`src/shared/difd_consts.svh`:
```
// Offsets, field positions, function codes and timing of the input decoder.
// Included by the package and by the decoder; holds definitions only.
`ifndef DIFD_CONSTS_SVH
`define DIFD_CONSTS_SVH

// Register byte offsets
`define DIFD_OFS_CODE0 8'h00
`define DIFD_OFS_CODE4 8'h10
`define DIFD_OFS_CFG 8'h14
`define DIFD_OFS_STAT 8'h18
`define DIFD_OFS_ADJ 8'h1c

// Config register bits
`define DIFD_CFG_PULSE_OUT 0
`define DIFD_CFG_DC_TIME_NZ 1
`define DIFD_CFG_DC_VOLT_NZ 2
`define DIFD_CFG_CLOSED_LOOP 3
`define DIFD_CFG_W 4

// Function codes
`define DIFD_F_NONE 6'h00
`define DIFD_F_CLEAR 6'h01
`define DIFD_F_COAST_LO 6'h02
`define DIFD_F_CLR_COAST_LO 6'h03
`define DIFD_F_FAST_HALT_LO 6'h04
`define DIFD_F_DC_HALT_LO 6'h05
`define DIFD_F_RAMP_HALT_LO 6'h06
`define DIFD_F_RUN 6'h07
`define DIFD_F_PULSE_RUN 6'h08
`define DIFD_F_DIR_FLIP 6'h09
`define DIFD_F_RUN_FLIP 6'h0a
`define DIFD_F_RUN_CW 6'h0b
`define DIFD_F_RUN_CCW 6'h0c
`define DIFD_F_INCH 6'h0d
`define DIFD_F_HOLD_REF 6'h0e
`define DIFD_F_HOLD_OUT 6'h0f
`define DIFD_F_STEP_UP 6'h10
`define DIFD_F_STEP_DN 6'h11
`define DIFD_F_UNUSED18 6'h12
`define DIFD_F_PCT_BOOST 6'h13
`define DIFD_F_PCT_TRIM 6'h14
`define DIFD_F_ALT_RAMP 6'h15
`define DIFD_F_FIX_SEL0 6'h16
`define DIFD_F_FIX_SEL1 6'h17
`define DIFD_F_FIX_ON 6'h18
`define DIFD_F_UNUSED25 6'h19
`define DIFD_F_ACC_HALT_LO 6'h1a
`define DIFD_F_ACC_RUN_HALT 6'h1b
`define DIFD_F_TRAIN_SET 6'h1c
`define DIFD_F_TRAIN_MEAS 6'h1d
`define DIFD_F_COUNT_IN 6'h1e
`define DIFD_F_PSET_SEL0 6'h1f
`define DIFD_F_PSET_SEL1 6'h20
`define DIFD_F_CLR_RUN 6'h21
`define DIFD_F_QUAD_SET 6'h22
`define DIFD_F_QUAD_MEAS 6'h23
`define DIFD_F_QUAD_COUNT 6'h24

// Code reset values per terminal (parameters 302..306)
`define DIFD_RST_CODE0 6'h07
`define DIFD_RST_CODE1 6'h09
`define DIFD_RST_CODE2 6'h03
`define DIFD_RST_CODE3 6'h0d
`define DIFD_RST_CODE4 6'h00

// Timing
`define DIFD_CLK_KHZ 200000
`define DIFD_MIN_PULSE_MS 14

`endif

```
`src/shared/difd_pkg.sv`:
```
// Types shared by the digital input function decoder.
// Assumes difd_consts.svh is on the include path.
`default_nettype none
`include "difd_consts.svh"

package difd_pkg;
  typedef logic [5:0] difd_code_t;
  typedef logic signed [15:0] difd_adj_t;
endpackage : difd_pkg
`default_nettype wire

```
`src/difd_decoder.sv`:
```
// Digital input function decoder: five terminals, per-terminal function codes.
// Assumes one 200 MHz clock, terminals driven by slow external switches.
//
// How it works
// - Each terminal has its own code register
// - Codes 0 to 17 decoded as listed
// - Codes 19-24, 31-33 decoded; 18, 25 refused
// - Terminal-restricted codes refused on other terminals
// - Train codes barred on terminal four with pulse-out
// - Code zero ignores every level and edge
// - Clear alarm on rising edge
// - Low input coasts the motor at once
// - Low coasts; falling edge clears alarm
// - Low brakes with DC when both settings nonzero
// - Low ramps to standstill on selected ramp
// - High runs, low stops
// - Long pulse latches run; ramp halt clears
// - High reverses without run; off in closed loop
// - Run plus reverse on one input; off closed loop
// - Run restricted to one rotation direction
// - Inch to jog frequency unless coast, fast or DC halt active
// - Hold reference; only steps or an adjust-register write change it
// - Hold output frequency; only steps or an adjust-register write change it
// - Qualified step pulses; both high means decrement
// - Boost adds, trim subtracts, both subtract
// - Two bits pick one of four presets
// - Low ramp set one, high ramp set two
`timescale 1ns/1ps
`default_nettype none
`include "difd_consts.svh"

module difd_decoder #(
  parameter int NUM_TERM = 5,
  parameter int CNT_W = 22,
  parameter int MIN_PULSE_CYC = `DIFD_MIN_PULSE_MS * `DIFD_CLK_KHZ
) (
  // Clock and reset
  input wire logic clk_i,
  input wire logic rst_i,
  // Register port
  input wire logic [7:0] addr_i,
  input wire logic [31:0] wdata_i,
  input wire logic wr_i,
  input wire logic rd_i,
  output logic [31:0] rdata_o,
  // Terminals
  input wire logic [NUM_TERM-1:0] term_i,
  // Decoded commands
  output logic alarm_clear_o,
  output logic coast_o,
  output logic fast_halt_o,
  output logic dc_brake_o,
  output logic ramp_halt_o,
  output logic accurate_halt_o,
  output logic run_o,
  output logic reverse_o,
  output logic cw_only_o,
  output logic ccw_only_o,
  output logic inch_o,
  output logic hold_ref_o,
  output logic hold_out_o,
  output logic pct_boost_o,
  output logic pct_trim_o,
  output logic alt_ramp_o,
  output logic [1:0] fixed_sel_o,
  output logic fixed_on_o,
  output logic [1:0] param_set_o,
  output logic [15:0] ref_adj_o,
  output logic [15:0] freq_adj_o
);

  localparam logic [CNT_W-1:0] PULSE_CNT = CNT_W'(MIN_PULSE_CYC);

  // Configuration and code storage
  difd_pkg::difd_code_t code_reg [NUM_TERM];
  logic [`DIFD_CFG_W-1:0] cfg_reg;
  logic [31:0] rdata_reg;
  difd_pkg::difd_adj_t ref_adj_reg;
  difd_pkg::difd_adj_t out_adj_reg;

  // Per-terminal synchroniser and pulse qualification
  logic [NUM_TERM-1:0] sync1_reg;
  logic [NUM_TERM-1:0] sync2_reg;
  logic [NUM_TERM-1:0] lvl_reg;
  logic [NUM_TERM-1:0] rise;
  logic [NUM_TERM-1:0] fall;
  logic [NUM_TERM-1:0] long_hi;
  logic [NUM_TERM-1:0] step_pls;

  // Edges masked until the synchronisers hold real samples
  logic [2:0] prime_reg;
  always_ff @(posedge clk_i or posedge rst_i) begin
    if (rst_i) begin
      prime_reg <= 3'h0;
    end else begin
      prime_reg <= {prime_reg[1:0], 1'b1};
    end
  end

  // Code legality for a given terminal
  function automatic logic code_ok(input int t, input difd_pkg::difd_code_t c,
                                   input logic pulse_out);
    logic ok;
    ok = 1'b0;
    if (c <= `DIFD_F_STEP_DN) ok = 1'b1;
    else if (c >= `DIFD_F_PCT_BOOST && c <= `DIFD_F_FIX_ON) ok = 1'b1;
    else if (c >= `DIFD_F_PSET_SEL0 && c <= `DIFD_F_CLR_RUN) ok = 1'b1;
    else if (c == `DIFD_F_ACC_HALT_LO) ok = (t != 2);
    else if (c == `DIFD_F_ACC_RUN_HALT) ok = (t < 2);
    else if (c == `DIFD_F_TRAIN_SET || c == `DIFD_F_TRAIN_MEAS)
      ok = (t == 4) || (t == 3 && !pulse_out);
    else if (c == `DIFD_F_QUAD_SET || c == `DIFD_F_QUAD_MEAS) ok = (t >= 3);
    else if (c == `DIFD_F_COUNT_IN || c == `DIFD_F_QUAD_COUNT) ok = (t == 4);
    return ok;
  endfunction : code_ok

  // Input synchronisation and qualification per terminal
  genvar g;
  generate
    for (g = 0; g < NUM_TERM; g++) begin : g_term
      logic [CNT_W-1:0] cnt_reg;
      logic armed_reg;
      logic gap_reg;
      always_ff @(posedge clk_i or posedge rst_i) begin
        if (rst_i) begin
          sync1_reg[g] <= 1'b0;
          sync2_reg[g] <= 1'b0;
          lvl_reg[g] <= 1'b0;
        end else begin
          sync1_reg[g] <= term_i[g];
          sync2_reg[g] <= sync1_reg[g];
          lvl_reg[g] <= sync2_reg[g];
        end
      end
      assign rise[g] = prime_reg[2] & sync2_reg[g] & ~lvl_reg[g];
      assign fall[g] = prime_reg[2] & ~sync2_reg[g] & lvl_reg[g];
      // Time the present level since its last change
      always_ff @(posedge clk_i or posedge rst_i) begin
        if (rst_i) begin
          cnt_reg <= '0;
        end else if (rise[g] || fall[g]) begin
          cnt_reg <= '0;
        end else if (cnt_reg != PULSE_CNT) begin
          cnt_reg <= cnt_reg + 1'b1;
        end
      end
      assign long_hi[g] = lvl_reg[g] && !rise[g] && !fall[g] && cnt_reg == PULSE_CNT - 1'b1;
      // Step pulse: qualified high phase, then qualified low phase
      always_ff @(posedge clk_i or posedge rst_i) begin
        if (rst_i) begin
          armed_reg <= 1'b0;
          gap_reg <= 1'b0;
        end else begin
          if (long_hi[g]) armed_reg <= 1'b1;
          else if (gap_reg || rise[g]) armed_reg <= 1'b0;
          gap_reg <= armed_reg && fall[g] ? 1'b1 : (rise[g] || step_pls[g]) ? 1'b0 : gap_reg;
        end
      end
      assign step_pls[g] = gap_reg && !lvl_reg[g] && !fall[g] && !rise[g]
                           && cnt_reg == PULSE_CNT - 1'b1;
    end
  endgenerate

  // Decode of terminal levels into commands
  logic clr_any, coast_any, fast_any, dc_any, rhalt_any, acc_any;
  logic run_lvl, latch_set, flip_any, runflip_any, cw_any, ccw_any, inch_any;
  logic href_any, hout_any, up_any, dn_any, dn_lvl, boost_any, trim_any;
  logic ramp2_any, fs0_any, fs1_any, fon_any, ps0_any, ps1_any, clrrun_any;
  logic accrun_any;

  always_comb begin
    clr_any = 1'b0;
    coast_any = 1'b0;
    fast_any = 1'b0;
    dc_any = 1'b0;
    rhalt_any = 1'b0;
    acc_any = 1'b0;
    run_lvl = 1'b0;
    latch_set = 1'b0;
    flip_any = 1'b0;
    runflip_any = 1'b0;
    cw_any = 1'b0;
    ccw_any = 1'b0;
    inch_any = 1'b0;
    href_any = 1'b0;
    hout_any = 1'b0;
    up_any = 1'b0;
    dn_any = 1'b0;
    dn_lvl = 1'b0;
    boost_any = 1'b0;
    trim_any = 1'b0;
    ramp2_any = 1'b0;
    fs0_any = 1'b0;
    fs1_any = 1'b0;
    fon_any = 1'b0;
    ps0_any = 1'b0;
    ps1_any = 1'b0;
    clrrun_any = 1'b0;
    accrun_any = 1'b0;
    for (int t = 0; t < NUM_TERM; t++) begin
      case (code_reg[t])
        `DIFD_F_CLEAR: clr_any |= rise[t];
        `DIFD_F_COAST_LO: coast_any |= ~lvl_reg[t];
        `DIFD_F_CLR_COAST_LO: begin
          coast_any |= ~lvl_reg[t];
          clr_any |= fall[t];
        end
        `DIFD_F_FAST_HALT_LO: fast_any |= ~lvl_reg[t];
        `DIFD_F_DC_HALT_LO: dc_any |= ~lvl_reg[t];
        `DIFD_F_RAMP_HALT_LO: rhalt_any |= ~lvl_reg[t];
        `DIFD_F_RUN: run_lvl |= lvl_reg[t];
        `DIFD_F_PULSE_RUN: latch_set |= long_hi[t];
        `DIFD_F_DIR_FLIP: flip_any |= lvl_reg[t];
        `DIFD_F_RUN_FLIP: runflip_any |= lvl_reg[t];
        `DIFD_F_RUN_CW: cw_any |= lvl_reg[t];
        `DIFD_F_RUN_CCW: ccw_any |= lvl_reg[t];
        `DIFD_F_INCH: inch_any |= lvl_reg[t];
        `DIFD_F_HOLD_REF: href_any |= lvl_reg[t];
        `DIFD_F_HOLD_OUT: hout_any |= lvl_reg[t];
        `DIFD_F_STEP_UP: up_any |= step_pls[t];
        `DIFD_F_STEP_DN: begin
          dn_any |= step_pls[t];
          dn_lvl |= lvl_reg[t];
        end
        `DIFD_F_PCT_BOOST: boost_any |= lvl_reg[t];
        `DIFD_F_PCT_TRIM: trim_any |= lvl_reg[t];
        `DIFD_F_ALT_RAMP: ramp2_any |= lvl_reg[t];
        `DIFD_F_FIX_SEL0: fs0_any |= lvl_reg[t];
        `DIFD_F_FIX_SEL1: fs1_any |= lvl_reg[t];
        `DIFD_F_FIX_ON: fon_any |= lvl_reg[t];
        `DIFD_F_ACC_HALT_LO: acc_any |= ~lvl_reg[t];
        `DIFD_F_ACC_RUN_HALT: accrun_any |= lvl_reg[t];
        `DIFD_F_PSET_SEL0: ps0_any |= lvl_reg[t];
        `DIFD_F_PSET_SEL1: ps1_any |= lvl_reg[t];
        `DIFD_F_CLR_RUN: begin
          clr_any |= rise[t];
          clrrun_any |= lvl_reg[t];
        end
        default: ;
      endcase
    end
  end

  // Combined command state
  logic dc_ok, closed, stop_any, latch_reg, run_next, rev_next, step_dn, step_up;
  assign dc_ok = cfg_reg[`DIFD_CFG_DC_TIME_NZ] & cfg_reg[`DIFD_CFG_DC_VOLT_NZ];
  assign closed = cfg_reg[`DIFD_CFG_CLOSED_LOOP];
  assign stop_any = coast_any | fast_any | (dc_any & dc_ok) | rhalt_any | acc_any;
  assign run_next = (run_lvl | latch_reg | (runflip_any & ~closed) | cw_any | ccw_any
                     | clrrun_any | accrun_any) & ~stop_any;
  assign rev_next = ((flip_any | runflip_any) & ~closed & ~cw_any) | ccw_any;
  assign step_dn = dn_any | (up_any & dn_lvl);
  assign step_up = up_any & ~dn_lvl & ~dn_any;

  // Run latch for pulse start
  always_ff @(posedge clk_i or posedge rst_i) begin
    if (rst_i) begin
      latch_reg <= 1'b0;
    end else if (stop_any) begin
      latch_reg <= 1'b0;
    end else if (latch_set) begin
      latch_reg <= 1'b1;
    end
  end

  // Command outputs
  always_ff @(posedge clk_i or posedge rst_i) begin
    if (rst_i) begin
      alarm_clear_o <= 1'b0;
      coast_o <= 1'b0;
      fast_halt_o <= 1'b0;
      dc_brake_o <= 1'b0;
      ramp_halt_o <= 1'b0;
      accurate_halt_o <= 1'b0;
      run_o <= 1'b0;
      reverse_o <= 1'b0;
      cw_only_o <= 1'b0;
      ccw_only_o <= 1'b0;
      inch_o <= 1'b0;
      hold_ref_o <= 1'b0;
      hold_out_o <= 1'b0;
      pct_boost_o <= 1'b0;
      pct_trim_o <= 1'b0;
      alt_ramp_o <= 1'b0;
      fixed_sel_o <= 2'h0;
      fixed_on_o <= 1'b0;
      param_set_o <= 2'h0;
    end else begin
      alarm_clear_o <= clr_any;
      coast_o <= coast_any;
      fast_halt_o <= fast_any;
      dc_brake_o <= dc_any & dc_ok;
      ramp_halt_o <= rhalt_any | acc_any;
      accurate_halt_o <= acc_any;
      run_o <= run_next;
      reverse_o <= rev_next;
      cw_only_o <= cw_any;
      ccw_only_o <= ccw_any;
      inch_o <= inch_any & ~coast_any & ~fast_any & ~(dc_any & dc_ok);
      hold_ref_o <= href_any;
      hold_out_o <= hout_any;
      pct_boost_o <= boost_any & ~trim_any;
      pct_trim_o <= trim_any;
      alt_ramp_o <= ramp2_any;
      fixed_sel_o <= {fs1_any, fs0_any};
      fixed_on_o <= fon_any;
      param_set_o <= {ps1_any, ps0_any};
    end
  end

  // Step accumulators, kept through stops; software may restore them
  always_ff @(posedge clk_i or posedge rst_i) begin
    if (rst_i) begin
      ref_adj_reg <= '0;
      out_adj_reg <= '0;
    end else if (wr_i && addr_i == `DIFD_OFS_ADJ) begin
      ref_adj_reg <= wdata_i[15:0];
      out_adj_reg <= wdata_i[31:16];
    end else begin
      if (href_any && step_up) ref_adj_reg <= ref_adj_reg + 16'sh0001;
      else if (href_any && step_dn) ref_adj_reg <= ref_adj_reg - 16'sh0001;
      if (hout_any && step_up) out_adj_reg <= out_adj_reg + 16'sh0001;
      else if (hout_any && step_dn) out_adj_reg <= out_adj_reg - 16'sh0001;
    end
  end
  assign ref_adj_o = ref_adj_reg;
  assign freq_adj_o = out_adj_reg;

  // Code and config registers; illegal codes leave the old value
  always_ff @(posedge clk_i or posedge rst_i) begin
    if (rst_i) begin
      code_reg[0] <= `DIFD_RST_CODE0;
      code_reg[1] <= `DIFD_RST_CODE1;
      code_reg[2] <= `DIFD_RST_CODE2;
      code_reg[3] <= `DIFD_RST_CODE3;
      code_reg[4] <= `DIFD_RST_CODE4;
      cfg_reg <= '0;
    end else if (wr_i) begin
      for (int t = 0; t < NUM_TERM; t++) begin
        if (addr_i == `DIFD_OFS_CODE0 + 8'(4 * t)
            && code_ok(t, wdata_i[5:0], cfg_reg[`DIFD_CFG_PULSE_OUT])) begin
          code_reg[t] <= wdata_i[5:0];
        end
      end
      if (addr_i == `DIFD_OFS_CFG) begin
        // Pulse output refused while terminal four holds a train code
        cfg_reg[`DIFD_CFG_W-1:1] <= wdata_i[`DIFD_CFG_W-1:1];
        if (!(wdata_i[`DIFD_CFG_PULSE_OUT] && (code_reg[3] == `DIFD_F_TRAIN_SET
            || code_reg[3] == `DIFD_F_TRAIN_MEAS))) begin
          cfg_reg[`DIFD_CFG_PULSE_OUT] <= wdata_i[`DIFD_CFG_PULSE_OUT];
        end
      end
    end
  end

  // Read data, valid only in the cycle after the strobe
  always_ff @(posedge clk_i or posedge rst_i) begin
    if (rst_i) begin
      rdata_reg <= '0;
    end else if (rd_i) begin
      rdata_reg <= '0;
      for (int t = 0; t < NUM_TERM; t++) begin
        if (addr_i == `DIFD_OFS_CODE0 + 8'(4 * t)) rdata_reg <= {26'h0, code_reg[t]};
      end
      if (addr_i == `DIFD_OFS_CFG) rdata_reg <= {28'h0, cfg_reg};
      if (addr_i == `DIFD_OFS_STAT) begin
        rdata_reg <= {9'h0, lvl_reg, latch_reg, param_set_o, fixed_on_o, fixed_sel_o,
                      alt_ramp_o, pct_trim_o, pct_boost_o, hold_out_o, hold_ref_o, inch_o,
                      reverse_o, run_o, ramp_halt_o, dc_brake_o, fast_halt_o, coast_o};
      end
      if (addr_i == `DIFD_OFS_ADJ) rdata_reg <= {out_adj_reg, ref_adj_reg};
    end else begin
      rdata_reg <= '0;
    end
  end
  assign rdata_o = rdata_reg;

endmodule : difd_decoder
`default_nettype wire

```
`config.mk`:
```
export PLATFORM = sky130hd
export DESIGN_NAME = difd_decoder
export DESIGN_NICKNAME = d
export VERILOG_FILES = /design/src/shared/difd_pkg.sv /design/src/difd_decoder.sv
export VERILOG_INCLUDE_DIRS = /design/src /design/src/shared
export SDC_FILE = /design/constraint.sdc
export NUM_CORES = 1
export LEC_CHECK = 0
export BUFFER_PORTS_ARGS = -buffer_cell sky130_fd_sc_hd__buf_2
export CAP_MARGIN = 20
export CORE_UTILIZATION = 40
export DETAILED_ROUTE_END_ITERATION = 8
export HOLD_SLACK_MARGIN = 0.1
export PLACE_DENSITY = 0.59
export REMOVE_ABC_BUFFERS = 1
export SLEW_MARGIN = 20
export SYNTH_ARGS = -nofsm -noshare
export SYNTH_HDL_FRONTEND = slang
export SYNTH_SLANG_ARGS = --single-unit
```
`constraint.sdc`:
```
create_clock -name clk_i -period 16.2 [get_ports clk_i]
set_input_delay 1.62 -clock clk_i [delete_from_list [all_inputs] [get_ports clk_i]]
set_output_delay 1.62 -clock clk_i [all_outputs]
set_load 0.1 [all_outputs]
```
## Word level (Yosys, flattened, before mapping)

Index checks and enable logic that the tools add are counted.

| cells by class | value |
|---|---|
| muxes and demuxes | 214 |
| order comparisons | 5 |
| equal/unequal tests | 167 |
| bitwise gates (word level) | 183 |
| $add $sub $neg | 9 |
| reductions and logical operators | 124 |

Operators by type and width:

| operator | number |
|---|---|
| == test 6 x 5 -> 1 bit, second input constant | 62 |
| 2-to-1 mux 32 bit | 8 |
| == test 6 x 4 -> 1 bit, second input constant | 40 |
| 2-to-1 mux 22 bit | 10 |
| 2-to-1 mux 1 bit | 184 |
| bitwise OR 1 bit | 130 |
| == test 6 x 3 -> 1 bit, second input constant | 20 |
| adder 22 x 1 -> 22 bit, second input constant | 5 |
| == test 22 bit, second input constant | 5 |
| inequality test 22 bit, second input constant | 5 |
| 2-to-1 mux 16 bit | 6 |
| == test 6 bit, second input constant | 13 |
| == test 6 x 2 -> 1 bit, second input constant | 10 |
| logical AND 1 bit | 53 |
| bitwise AND 1 bit | 33 |
| adder 16 x 2 -> 16 bit, second input constant | 2 |
| == test 8 x 5 -> 1 bit, second input constant | 4 |
| nonzero test 2 bit | 16 |
| subtractor 16 x 2 -> 16 bit, second input constant | 2 |
| == test 6 x 1 -> 1 bit, second input constant | 5 |
| inverter 1 bit | 20 |
| OR reduction 2 bit | 10 |
| logical OR 1 bit | 19 |
| == test 8 x 4 -> 1 bit, second input constant | 2 |
| 11 further kinds | 38 |

| word-level totals | value |
|---|---|
| bits in registers | 258 |
| output and inout port bits | 85 |
| input bits | 49 |

## Depth between registers and ports, before layout

Gate-level depths: netlist of run 1.

| logic depth | value |
|---|---|
| word-level depth | 22 |
| mapped depth | 19 |
| depth with buffers taken out | 19 |

## Worst setup path before layout of run 1

OpenSTA, ideal clock, no wires.

| path | value |
|---|---|
| path kind | reg-to-reg |
| start point | register g_term[3].cnt_reg[1] |
| end point | register out_adj_reg[14] (netlist: freq_adj_o[14]) |
| arrival time | 4.182 ns |
| slack | 11.880 ns |
| cell stages (with the launch flop) | 20 |
| data required time | 16.062 ns |
| buffers on the path | 0 |
| path through | dfrtp_1 ha_1 nand2_1 or3_1 or2_4 o311ai_0 a211oi_1 and2_1 nand2_1 inv_1 fa_1 nor2b_1 o21ai_0 a21boi_0 o21a_1 o21ai_0 a211oi_1 mux2_2 o21ai_0 a31oi_1 |

| on the way | value |
|---|---|
| cells in the longest elaborated chain, start to end | 11 |
| elaborated cells on any way between the ends | 20 |
| classes of those cells | 1 x eq/ne; 6 x mux; 9 x bitwise; 4 x reduce/logical |

RTL lines:

| element | line | RTL |
|---|---|---|
| from (decl) | difd_decoder.sv:121 | `logic [CNT_W-1:0] cnt_reg;` |
| from (signal assigned) | difd_decoder.sv:144 | `cnt_reg <= cnt_reg + 1'b1;` |
| == test 22 bit (*) | difd_decoder.sv:160 | `&& cnt_reg == PULSE_CNT - 1'b1;` |
| logical AND 1 bit (*) | difd_decoder.sv:160 |  |
| bitwise OR 1 bit (on tied branches) | difd_decoder.sv:220, difd_decoder.sv:222 |  |
| 2-to-1 mux 1 bit | difd_decoder.sv:201 | `case (code_reg[t])` |
| bitwise OR 1 bit (on tied branches) | difd_decoder.sv:220, difd_decoder.sv:222 |  |
| 2-to-1 mux 1 bit | difd_decoder.sv:201 |  |
| bitwise AND 1 bit / inverter 1 bit (equally long branches) | difd_decoder.sv:253 | `assign step_up = up_any & ~dn_lvl & ~dn_any;` |
| bitwise AND 1 bit | difd_decoder.sv:253 |  |
| logical AND 1 bit | difd_decoder.sv:322 | `if (hout_any && step_up) out_adj_reg <= out_adj_reg + 16'sh0001;` |
| 2-to-1 mux 16 bit | difd_decoder.sv:322 |  |
| 2-to-1 mux 16 bit | difd_decoder.sv:316 | `` end else if (wr_i && addr_i == `DIFD_OFS_ADJ) begin `` |
| to (signal assigned) | difd_decoder.sv:318 | `out_adj_reg <= wdata_i[31:16];` |
| to (signal assigned) | difd_decoder.sv:322 |  |
| to (signal assigned) | difd_decoder.sv:323 | `else if (hout_any && step_dn) out_adj_reg <= out_adj_reg - 16'sh0001;` |
| to (decl) | difd_decoder.sv:79 | `difd_pkg::difd_adj_t out_adj_reg;` |

Every way passes the cells marked *; elsewhere a longest branch is shown, timed or not.
A chain may end at the register's enable or synchronous reset.

## Final worst setup path of run 1

| path | value |
|---|---|
| start point | register g_term[2].cnt_reg[1] |
| end point | register out_adj_reg[15] (netlist: freq_adj_o[15]) |

| on the way | value |
|---|---|
| cells in the longest elaborated chain, start to end | 13 |
| elaborated cells on any way between the ends | 24 |
| classes of those cells | 1 x eq/ne; 8 x mux; 11 x bitwise; 4 x reduce/logical |

RTL lines:

| element | line |
|---|---|
| from (decl) | difd_decoder.sv:121 |
| from (signal assigned) | difd_decoder.sv:144 |
| == test 22 bit (*) | difd_decoder.sv:160 |
| logical AND 1 bit (*) | difd_decoder.sv:160 |
| bitwise OR 1 bit (on tied branches) | difd_decoder.sv:220, difd_decoder.sv:222 |
| 2-to-1 mux 1 bit | difd_decoder.sv:201 |
| bitwise OR 1 bit (on tied branches) | difd_decoder.sv:220, difd_decoder.sv:222 |
| 2-to-1 mux 1 bit | difd_decoder.sv:201 |
| bitwise OR 1 bit (on tied branches) | difd_decoder.sv:220, difd_decoder.sv:222 |
| 2-to-1 mux 1 bit | difd_decoder.sv:201 |
| bitwise AND 1 bit / inverter 1 bit (equally long branches) | difd_decoder.sv:253 |
| bitwise AND 1 bit | difd_decoder.sv:253 |
| logical AND 1 bit | difd_decoder.sv:322 |
| 2-to-1 mux 16 bit | difd_decoder.sv:322 |
| 2-to-1 mux 16 bit | difd_decoder.sv:316 |

Marks and branches as above.

==> impl_metrics.csv, run 1 <==
group,metric,value,unit
run_status,outcome,"finished, final reports clean",
timing,relSlewSlack,34.05,%
floorplan,chipWidth,195.6,µm
grt,grt_overflow,0,
grt,grt_pass1_vias,12640,
setup_path,r2r_end,"freq_adj_o[15]$_DFFE_PP0P_",
finish,largest_register_ffs,110,
setup_path,r2r_start,"g_term[2].cnt_reg[1]$_DFFE_PP0P_",
floorplan,io_pins,134,
finish,drive_above_1_share,15.13,%
grt,grt_max_degree,131,
finish,stdcell_count,2246,
logic_synthesis,synth_edf_count,0,
power,p_int,1.229,mW
place,preCtsSetupSlack,10.93,ns
floorplan,start_util,40.77,%
setup_path,critPathMaxFanout,16,
timing,hold_viol,0,
min_path,hold_end,"prime_reg[2]$_DFF_PP0_",
power,leakage,7.346,nW
floorplan,core-area,36790,µm²
route,drtIter0Drc,1091,
route,routed_wl,44.20,mm
power,powerDensity,99.69,nW/µm²
clocking,cts_num_sinks,258,
logic_synthesis,ys.flop_type,"dfrtp_1",
floorplan,die_area,38270,µm²
finish,final_core_util,46.43,%
route,firstDrtPassIters,7,
logic_synthesis,synth_seq_cells,258,
setup_path,crit_path_end_kind,"register",
logic_synthesis,syn-instance-count,1652,
finish,syn_to_final_growth,13.88,%
clocking,cts_buffers,30,
clocking,htreeDepth,1,
place,place_area,15950,µm²
finish,antennaDiodeCount,0,
place,dpl.hpwl,31.70,mm
finish,regArea,6469,µm²
logic_synthesis,synthArstFlopShare,100.0,%
setup_path,worstRegToRegCells,18,
clocking,clock_tree.root_cell,"clkbuf_16",
timing,hold_ws,0.3466,ns
setup_path,crit_start,"g_term[2].cnt_reg[1]$_DFFE_PP0P_",
power,clockPowerShare,44.7,%
min_path,holdCritStartpoint,"prime_reg[1]$_DFF_PP0_",
power,comb_power_share,12.7,%
clocking,cts_resized,0,
clocking,post_cts_buffers,0,
setup_path,rrSetupSlack,10.82,ns
clocking,hold_buffers,0,
timing,period_needed,5.376,ns
timing,slew_violations,0,
power,p_total,1.703,mW
finish,finalNetCount,1845,
route,ant_nets,0,
finish,fillers,3555,
clocking,cts.path.max_buffers,3,
finish,final_cell_mix,"248 x dfrtp_1, 221 x nor2_1, 141 x nand2_1",
logic_synthesis,synth_area,15000,µm²
logic_synthesis,syn_avg_cell_area,9.078,µm²
place,place_inst,2190,
floorplan,die_h,195.6,µm
setup_path,crit_type,"register to register",
logic_synthesis,yosysSeqAreaShare,43.13,%
grt,antenna_found_initial,0,
min_path,hold_path_depth,0,
timing,fmax,186.0,MHz
logic_synthesis,yosys_warnings,0,
setup_path,critical_path_required,16.64,ns
route,drc,0,
logic_synthesis,netlist-cell-type-count,93,
finish,final_common_cell,"dfrtp_1",
setup_path,critPathLaunchType,"register",
timing,setup_ws,10.82,ns
power,p_sw,473.2,µW
setup_path,critPathArrivalTime,5.81,ns
clocking,clk_latency,0.57,ns
timing,timing.final.crit_share,33.18,%
run,cap_violations,0,
place,port_buffers,133,
timing,finClkSkew,0.02548,ns
timing,rsz0062_at_grt,"no",
power,swShare,27.79,%
min_path,hold_class,"register to register",
clocking,cts_tree,"done",
power,peakVddDrop,0.08130,mV
finish,multiInputGateArea,7964,µm²
place,routabilityCongestion,1.007,
timing,setup-tns-final,0,ns
floorplan,rows,70,
power,seqPwrFrac,42.7,%
grt,grt_pass1_wl,70.43,mm
timing,setup_viol_count_final,0,
route,avgRoutedWirePerCell,19.68,µm
timing,worstMarginPinSlew,0.9893,ns
finish,design_area,17080,µm²
clocking,path_clk_slew,0.06,ns
grt,track_usage,23.18,%
route,vias_per_cell,5.756,
route,dr_total_vias,12930,
==> cell type report <==
class / instances / area share [%]
repair buffers: 142 / 4.293
multi-input cells: 1271 / 46.63
clock buffers: 41 / 5.055
flip-flops and latches: 258 / 37.88
inverters: 51 / 1.165
clock inverters: 15 / 1.553
well taps: 468 / 3.429
==> synthesized netlist by cell type (all sizes together), types with 28 or more instances <==
library cell  instances  share of area, %
and3                 34               1.4
nand3                69               2.3
nor3                 52               1.8
inv                  51               1.3
xor2                 64               3.7
ha                   40               3.3
clkbuf               61               1.8
o21ai                82               2.8
xnor2                52               3.0
nand2               143               3.6
mux2                 28               2.1
a21oi                67               2.2
nor2b                44               1.8
dfrtp               248                41
nor2                223               5.6
nand4                44               1.9
nand2b               33               1.4
==> worst max-delay path, stage by stage, from the launching register on <==
cell and delay, ns:
dfrtp_1 0.40, ha_1 0.20, nand3_1 0.19, nor4b_1 0.62, and4b_2 0.36, a221oi_2 0.08
a211oi_1 0.43, and2_1 0.22, nand2_1 0.40, ha_1 0.52, a21oi_1 0.10, o21ai_0 0.35
a22oi_1 0.18, o211ai_1 0.14, a31oi_1 0.13, or4b_1 0.56, a21boi_2 0.16, xnor2_1 0.12
a21oi_1 0.08
==> kinds of logic (layout without fill, tap and decap cells) <==
logic type               Yosys count  count (layout)  share of synthesized area, %
other                              1               1                       0.02501
XOR/XNOR                         116             116                         6.775
AO/OA/AOI/OAI                    297             297                         12.66
AND/OR/NAND/NOR                  760             760                         26.01
adder cells (fa/ha/maj)           42              42                         3.604
buffers and inverters            123             249                         3.804
flip-flops                       258             258                         43.13
multiplexers                      55              55                         3.988
==> worst max path at each step <==
stage | to | slack, ns
6_report | freq_adj_o[15]$_DFFE_PP0P_ | 10.82
5_1_grt | freq_adj_o[14]$_DFFE_PP0P_ | 10.39
4_1_cts | freq_adj_o[14]$_DFFE_PP0P_ | 10.91
3_5_place_dp | freq_adj_o[14]$_DFFE_PP0P_ | 10.93
3_3_place_gp | freq_adj_o[14]$_DFFE_PP0P_ | 11.01
2_1_floorplan | accurate_halt_o$_DFF_PP0_ | 7.50
==> metal layers <==
layer	GRT usage [%]	share of wire, %	routed length (µm)
met2	35.95	44	19280
met4	7.320	3.2	1430
met5	0	0	0
met3	4.560	7.7	3395
met1	32.48	45	20090
==> power groups by stage <==
stage	registers, mW	logic [mW]	clock network (mW)
after CTS	0.725	0.216	0.780
after global routing	0.732	0.240	0.805
after detailed placement	0.737	0.215	0
after floorplan	0.770	0.116	0
final	0.726	0.215	0.761
after global placement	0.735	0.212	0
No activity file was read; power rests on OpenSTA's default activity.
==> run 2, diff against run 1 <==
ABC_AREA = 1   (was not set)
PLACE_DENSITY = 0.61   (was 0.59)
clock period = 4.39 ns   (was 16.2 ns; I/O delays follow)
==> impl_metrics.csv, run 2 <==
group,metric,value,unit
run_status,outcome,"finished, final reports clean",
logic_synthesis,yosysSeqAreaShare,42.13,%
logic_synthesis,synth.top_cell.area_share,40.42,%
setup_path,critPathMaxFanout,11,
logic_synthesis,synth_area,15350,µm²
route,drtIter0Drc,1130,
finish,final_cell_mix,"426 x nand2_1, 297 x inv_1, 248 x dfrtp_1",
route,ant_nets,0,
power,peakVddDrop,0.2914,mV
power,leakage,8.094,nW
setup_path,critPathLaunchType,"register",
logic_synthesis,synthAdderAreaFrac,3.520,%
floorplan,core-area,37760,µm²
route,routed_wl,48.06,mm
setup_path,r2r_end,"ref_adj_o[9]$_DFFE_PP0P_",
floorplan,die_area,39170,µm²
logic_synthesis,muxShareOfSynthArea,0,%
route,vias_per_cell,5.345,
logic_synthesis,netlist-cell-type-count,60,
grt,grt_pass1_wl,76.72,mm
logic_synthesis,syn-instance-count,2100,
clocking,htreeDepth,1,
logic_synthesis,synth_top_family_by_area,"simple AND/OR/NAND/NOR gates",
clocking,cts.path.max_buffers,3,
timing,fmax,257.2,MHz
logic_synthesis,synth_seq_cells,258,
finish,antennaDiodeCount,0,
setup_path,worstRegToRegCells,22,
route,dr_total_vias,14910,
power,powerDensity,331.8,nW/µm²
floorplan,io_pins,134,
setup_path,critical_path_required,4.85,ns
finish,largest_register_ffs,110,
setup_path,rrSetupSlack,0.50,ns
logic_synthesis,synthTopCellsByCount,"426 x nand2_1, 298 x inv_1, 248 x dfrtp_1",
timing,worstMarginPinSlew,1.048,ns
floorplan,rows,71,
clocking,cts_buffers,29,
clocking,cts_tree,"done",
clocking,path_clk_slew,0.06,ns
setup_path,crit_type,"register to register",
logic_synthesis,synthXorXnorAreaFrac,0.6274,%
setup_path,crit_path_end_kind,"register",
logic_synthesis,syn_avg_cell_area,7.312,µm²
finish,syn_to_final_growth,15.03,%
route,avgRoutedWirePerCell,17.23,µm
timing,period_needed,3.887,ns
timing,timing.final.crit_share,88.55,%
timing,rsz0062_at_grt,"no",
clocking,clock_tree.root_cell,"clkbuf_16",
min_path,hold_class,"input port to register",
grt,grt_pass1_vias,14060,
floorplan,start_util,40.67,%
place,routabilityCongestion,1.012,
logic_synthesis,yosysTopAreaCell,"dfrtp_1",
logic_synthesis,synthArstFlopShare,100.0,%
grt,grt_max_degree,121,
place,preCtsSetupSlack,0.4059,ns
logic_synthesis,yosys_warnings,0,
route,drc,0,
place,place_area,16700,µm²
timing,relSlewSlack,30.09,%
logic_synthesis,synth_compound_area_share,16.00,%
setup_path,r2r_start,"g_term[1].cnt_reg[0]$_DFFE_PP0P_",
logic_synthesis,synth.most_common_cell,"nand2_1",
place,dpl.hpwl,37.25,mm
setup_path,crit_start,"g_term[1].cnt_reg[0]$_DFFE_PP0P_",
place,port_buffers,133,
clocking,clk_latency,0.56,ns
grt,grt_overflow,0,
grt,track_usage,24.89,%
clocking,post_cts_buffers,0,
timing,setup_ws,0.5026,ns
finish,design_area,17660,µm²
finish,final_common_cell,"nand2_1",
finish,finalNetCount,2348,
run,cap_violations,0,
logic_synthesis,ys_top_cells_by_area,"dfrtp_1 40%, nand2_1 10%, inv_1 7.3%",
logic_synthesis,synth_edf_count,0,
timing,slew_violations,0,
floorplan,die_h,197.9,µm
logic_synthesis,yosys.area_share.simple,28.75,%
clocking,cts_num_sinks,258,
floorplan,chipWidth,197.9,µm
route,firstDrtPassIters,5,
finish,drive_above_1_share,12.25,%
logic_synthesis,ys.flop_type,"dfrtp_1",
setup_path,timing.critical_path.to,"ref_adj_o[9]$_DFFE_PP0P_",
grt,antenna_found_initial,0,
timing,finClkSkew,0.02180,ns
timing,hold_viol,0,
timing,setup-tns-final,0,ns
timing,setup_viol_count_final,0,
setup_path,critPathArrivalTime,4.34,ns
[run 2: cell types whose count changed after synthesis, sizes merged, moves of 37 or more]
| cell | delta |
|---|---|
| nor2b | -44 |
| o21ai | +89 |
| inv | +265 |
| xnor2 | -48 |
| nor2 | +40 |
| clkbuf | -37 |
| nand2 | +285 |
| nand3 | +66 |
| a21oi | +78 |
| xor2 | -57 |
[run 2: cell type report]
type | count | area [µm²]
Tap cell | 511 | 639.4
Multi-Input combinational cell | 1486 | 7525
Timing Repair Buffer | 165 | 933.4
Inverter | 317 | 1197
Fill cell | 3813 | 20090
Clock buffer | 45 | 835.8
Clock inverter | 7 | 63.81
Sequential cell | 258 | 6469
[run 2: report_power, final]
part           leakage [nW]  internal (mW)  switching, mW
sequential             3.39           2.50          0.137
combinational          4.26          0.253          0.641
clock                 0.445           1.36          0.971
[run 2: how the worst min path moves through the flow]
stage / startpoint / to / slack [ns] / cells after the start
3_3_place_gp: sync1_reg[3]$_DFF_PP0_ / sync2_reg[3]$_DFF_PP0_ / 0.33 / 0
4_1_cts: wdata_i[10] / ref_adj_o[10]$_DFFE_PP0P_ / 0.12 / 3
6_report: wdata_i[28] / freq_adj_o[12]$_DFFE_PP0P_ / 0.14 / 3
2_1_floorplan: prime_reg[0]$_DFF_PP0_ / prime_reg[1]$_DFF_PP0_ / 0.33 / 0
5_1_grt: wdata_i[10] / ref_adj_o[10]$_DFFE_PP0P_ / 0.13 / 3
3_5_place_dp: sync1_reg[1]$_DFF_PP0_ / sync2_reg[1]$_DFF_PP0_ / 0.34 / 0
[run 2: kinds of logic (layout without fill, tap and decap cells)]
logic type | Yosys count | count (layout)
adders and majority gates | 42 | 42
DFF | 258 | 258
buffers and inverters | 356 | 534
xor gates and xnor gates | 11 | 11
and+or+nand+nor | 1000 | 1000
other | 1 | 1
AOI/OAI and AO/OA | 432 | 432
[run 2: stage by stage]
step,power [mW],std cells,utilization [%],hold slack [ns]
after floorplan,3.303,2061,-,0.3312
after global placement,3.548,2731,44.21,0.3343
after detailed placement,3.565,2731,44.24,0.3426
after CTS,5.922,2789,46.78,0.1190
after global routing,6.148,2789,46.78,0.1270
final,5.861,2789,46.78,0.1425
[run 2: what timing repair did]
item                                    4_1_cts  5_1_grt
endpoints found under the hold margin        43        0
hold buffers                                  6        0
gates resized for setup                       0        4
endpoints found under the setup margin        0       12
[run 2: routing by layer]
layer | vias to the layer above | GRT usage (%) | part of all wire [%]
met1 | 6998 | 34.77 | 45
met2 | 509 | 39.49 | 45
met5 | - | 0 | 0
met4 | 0 | 8.412 | 3.1
li1 | 7313 | - | -
met3 | 88 | 3.475 | 6.6
[run 2: worst max-delay path, cell delays in order (launching register included)]
cell and delay (ns):
dfrtp_1 0.41, ha_1 0.19, nand3_1 0.12, nor2_1 0.21
inv_1 0.10, nor2_2 0.18, nand4_1 0.11, nor2_1 0.10
nor2_1 0.06, nand2_2 0.16, nand3_4 0.20, ha_1 0.38
nand2_1 0.07, nor2_1 0.04, a211oi_1 0.33, o21ai_0 0.30
inv_1 0.14, o21ai_0 0.09, or2_2 0.28, nand3_1 0.07
nand3_1 0.09, nand2_1 0.09, inv_1 0.03
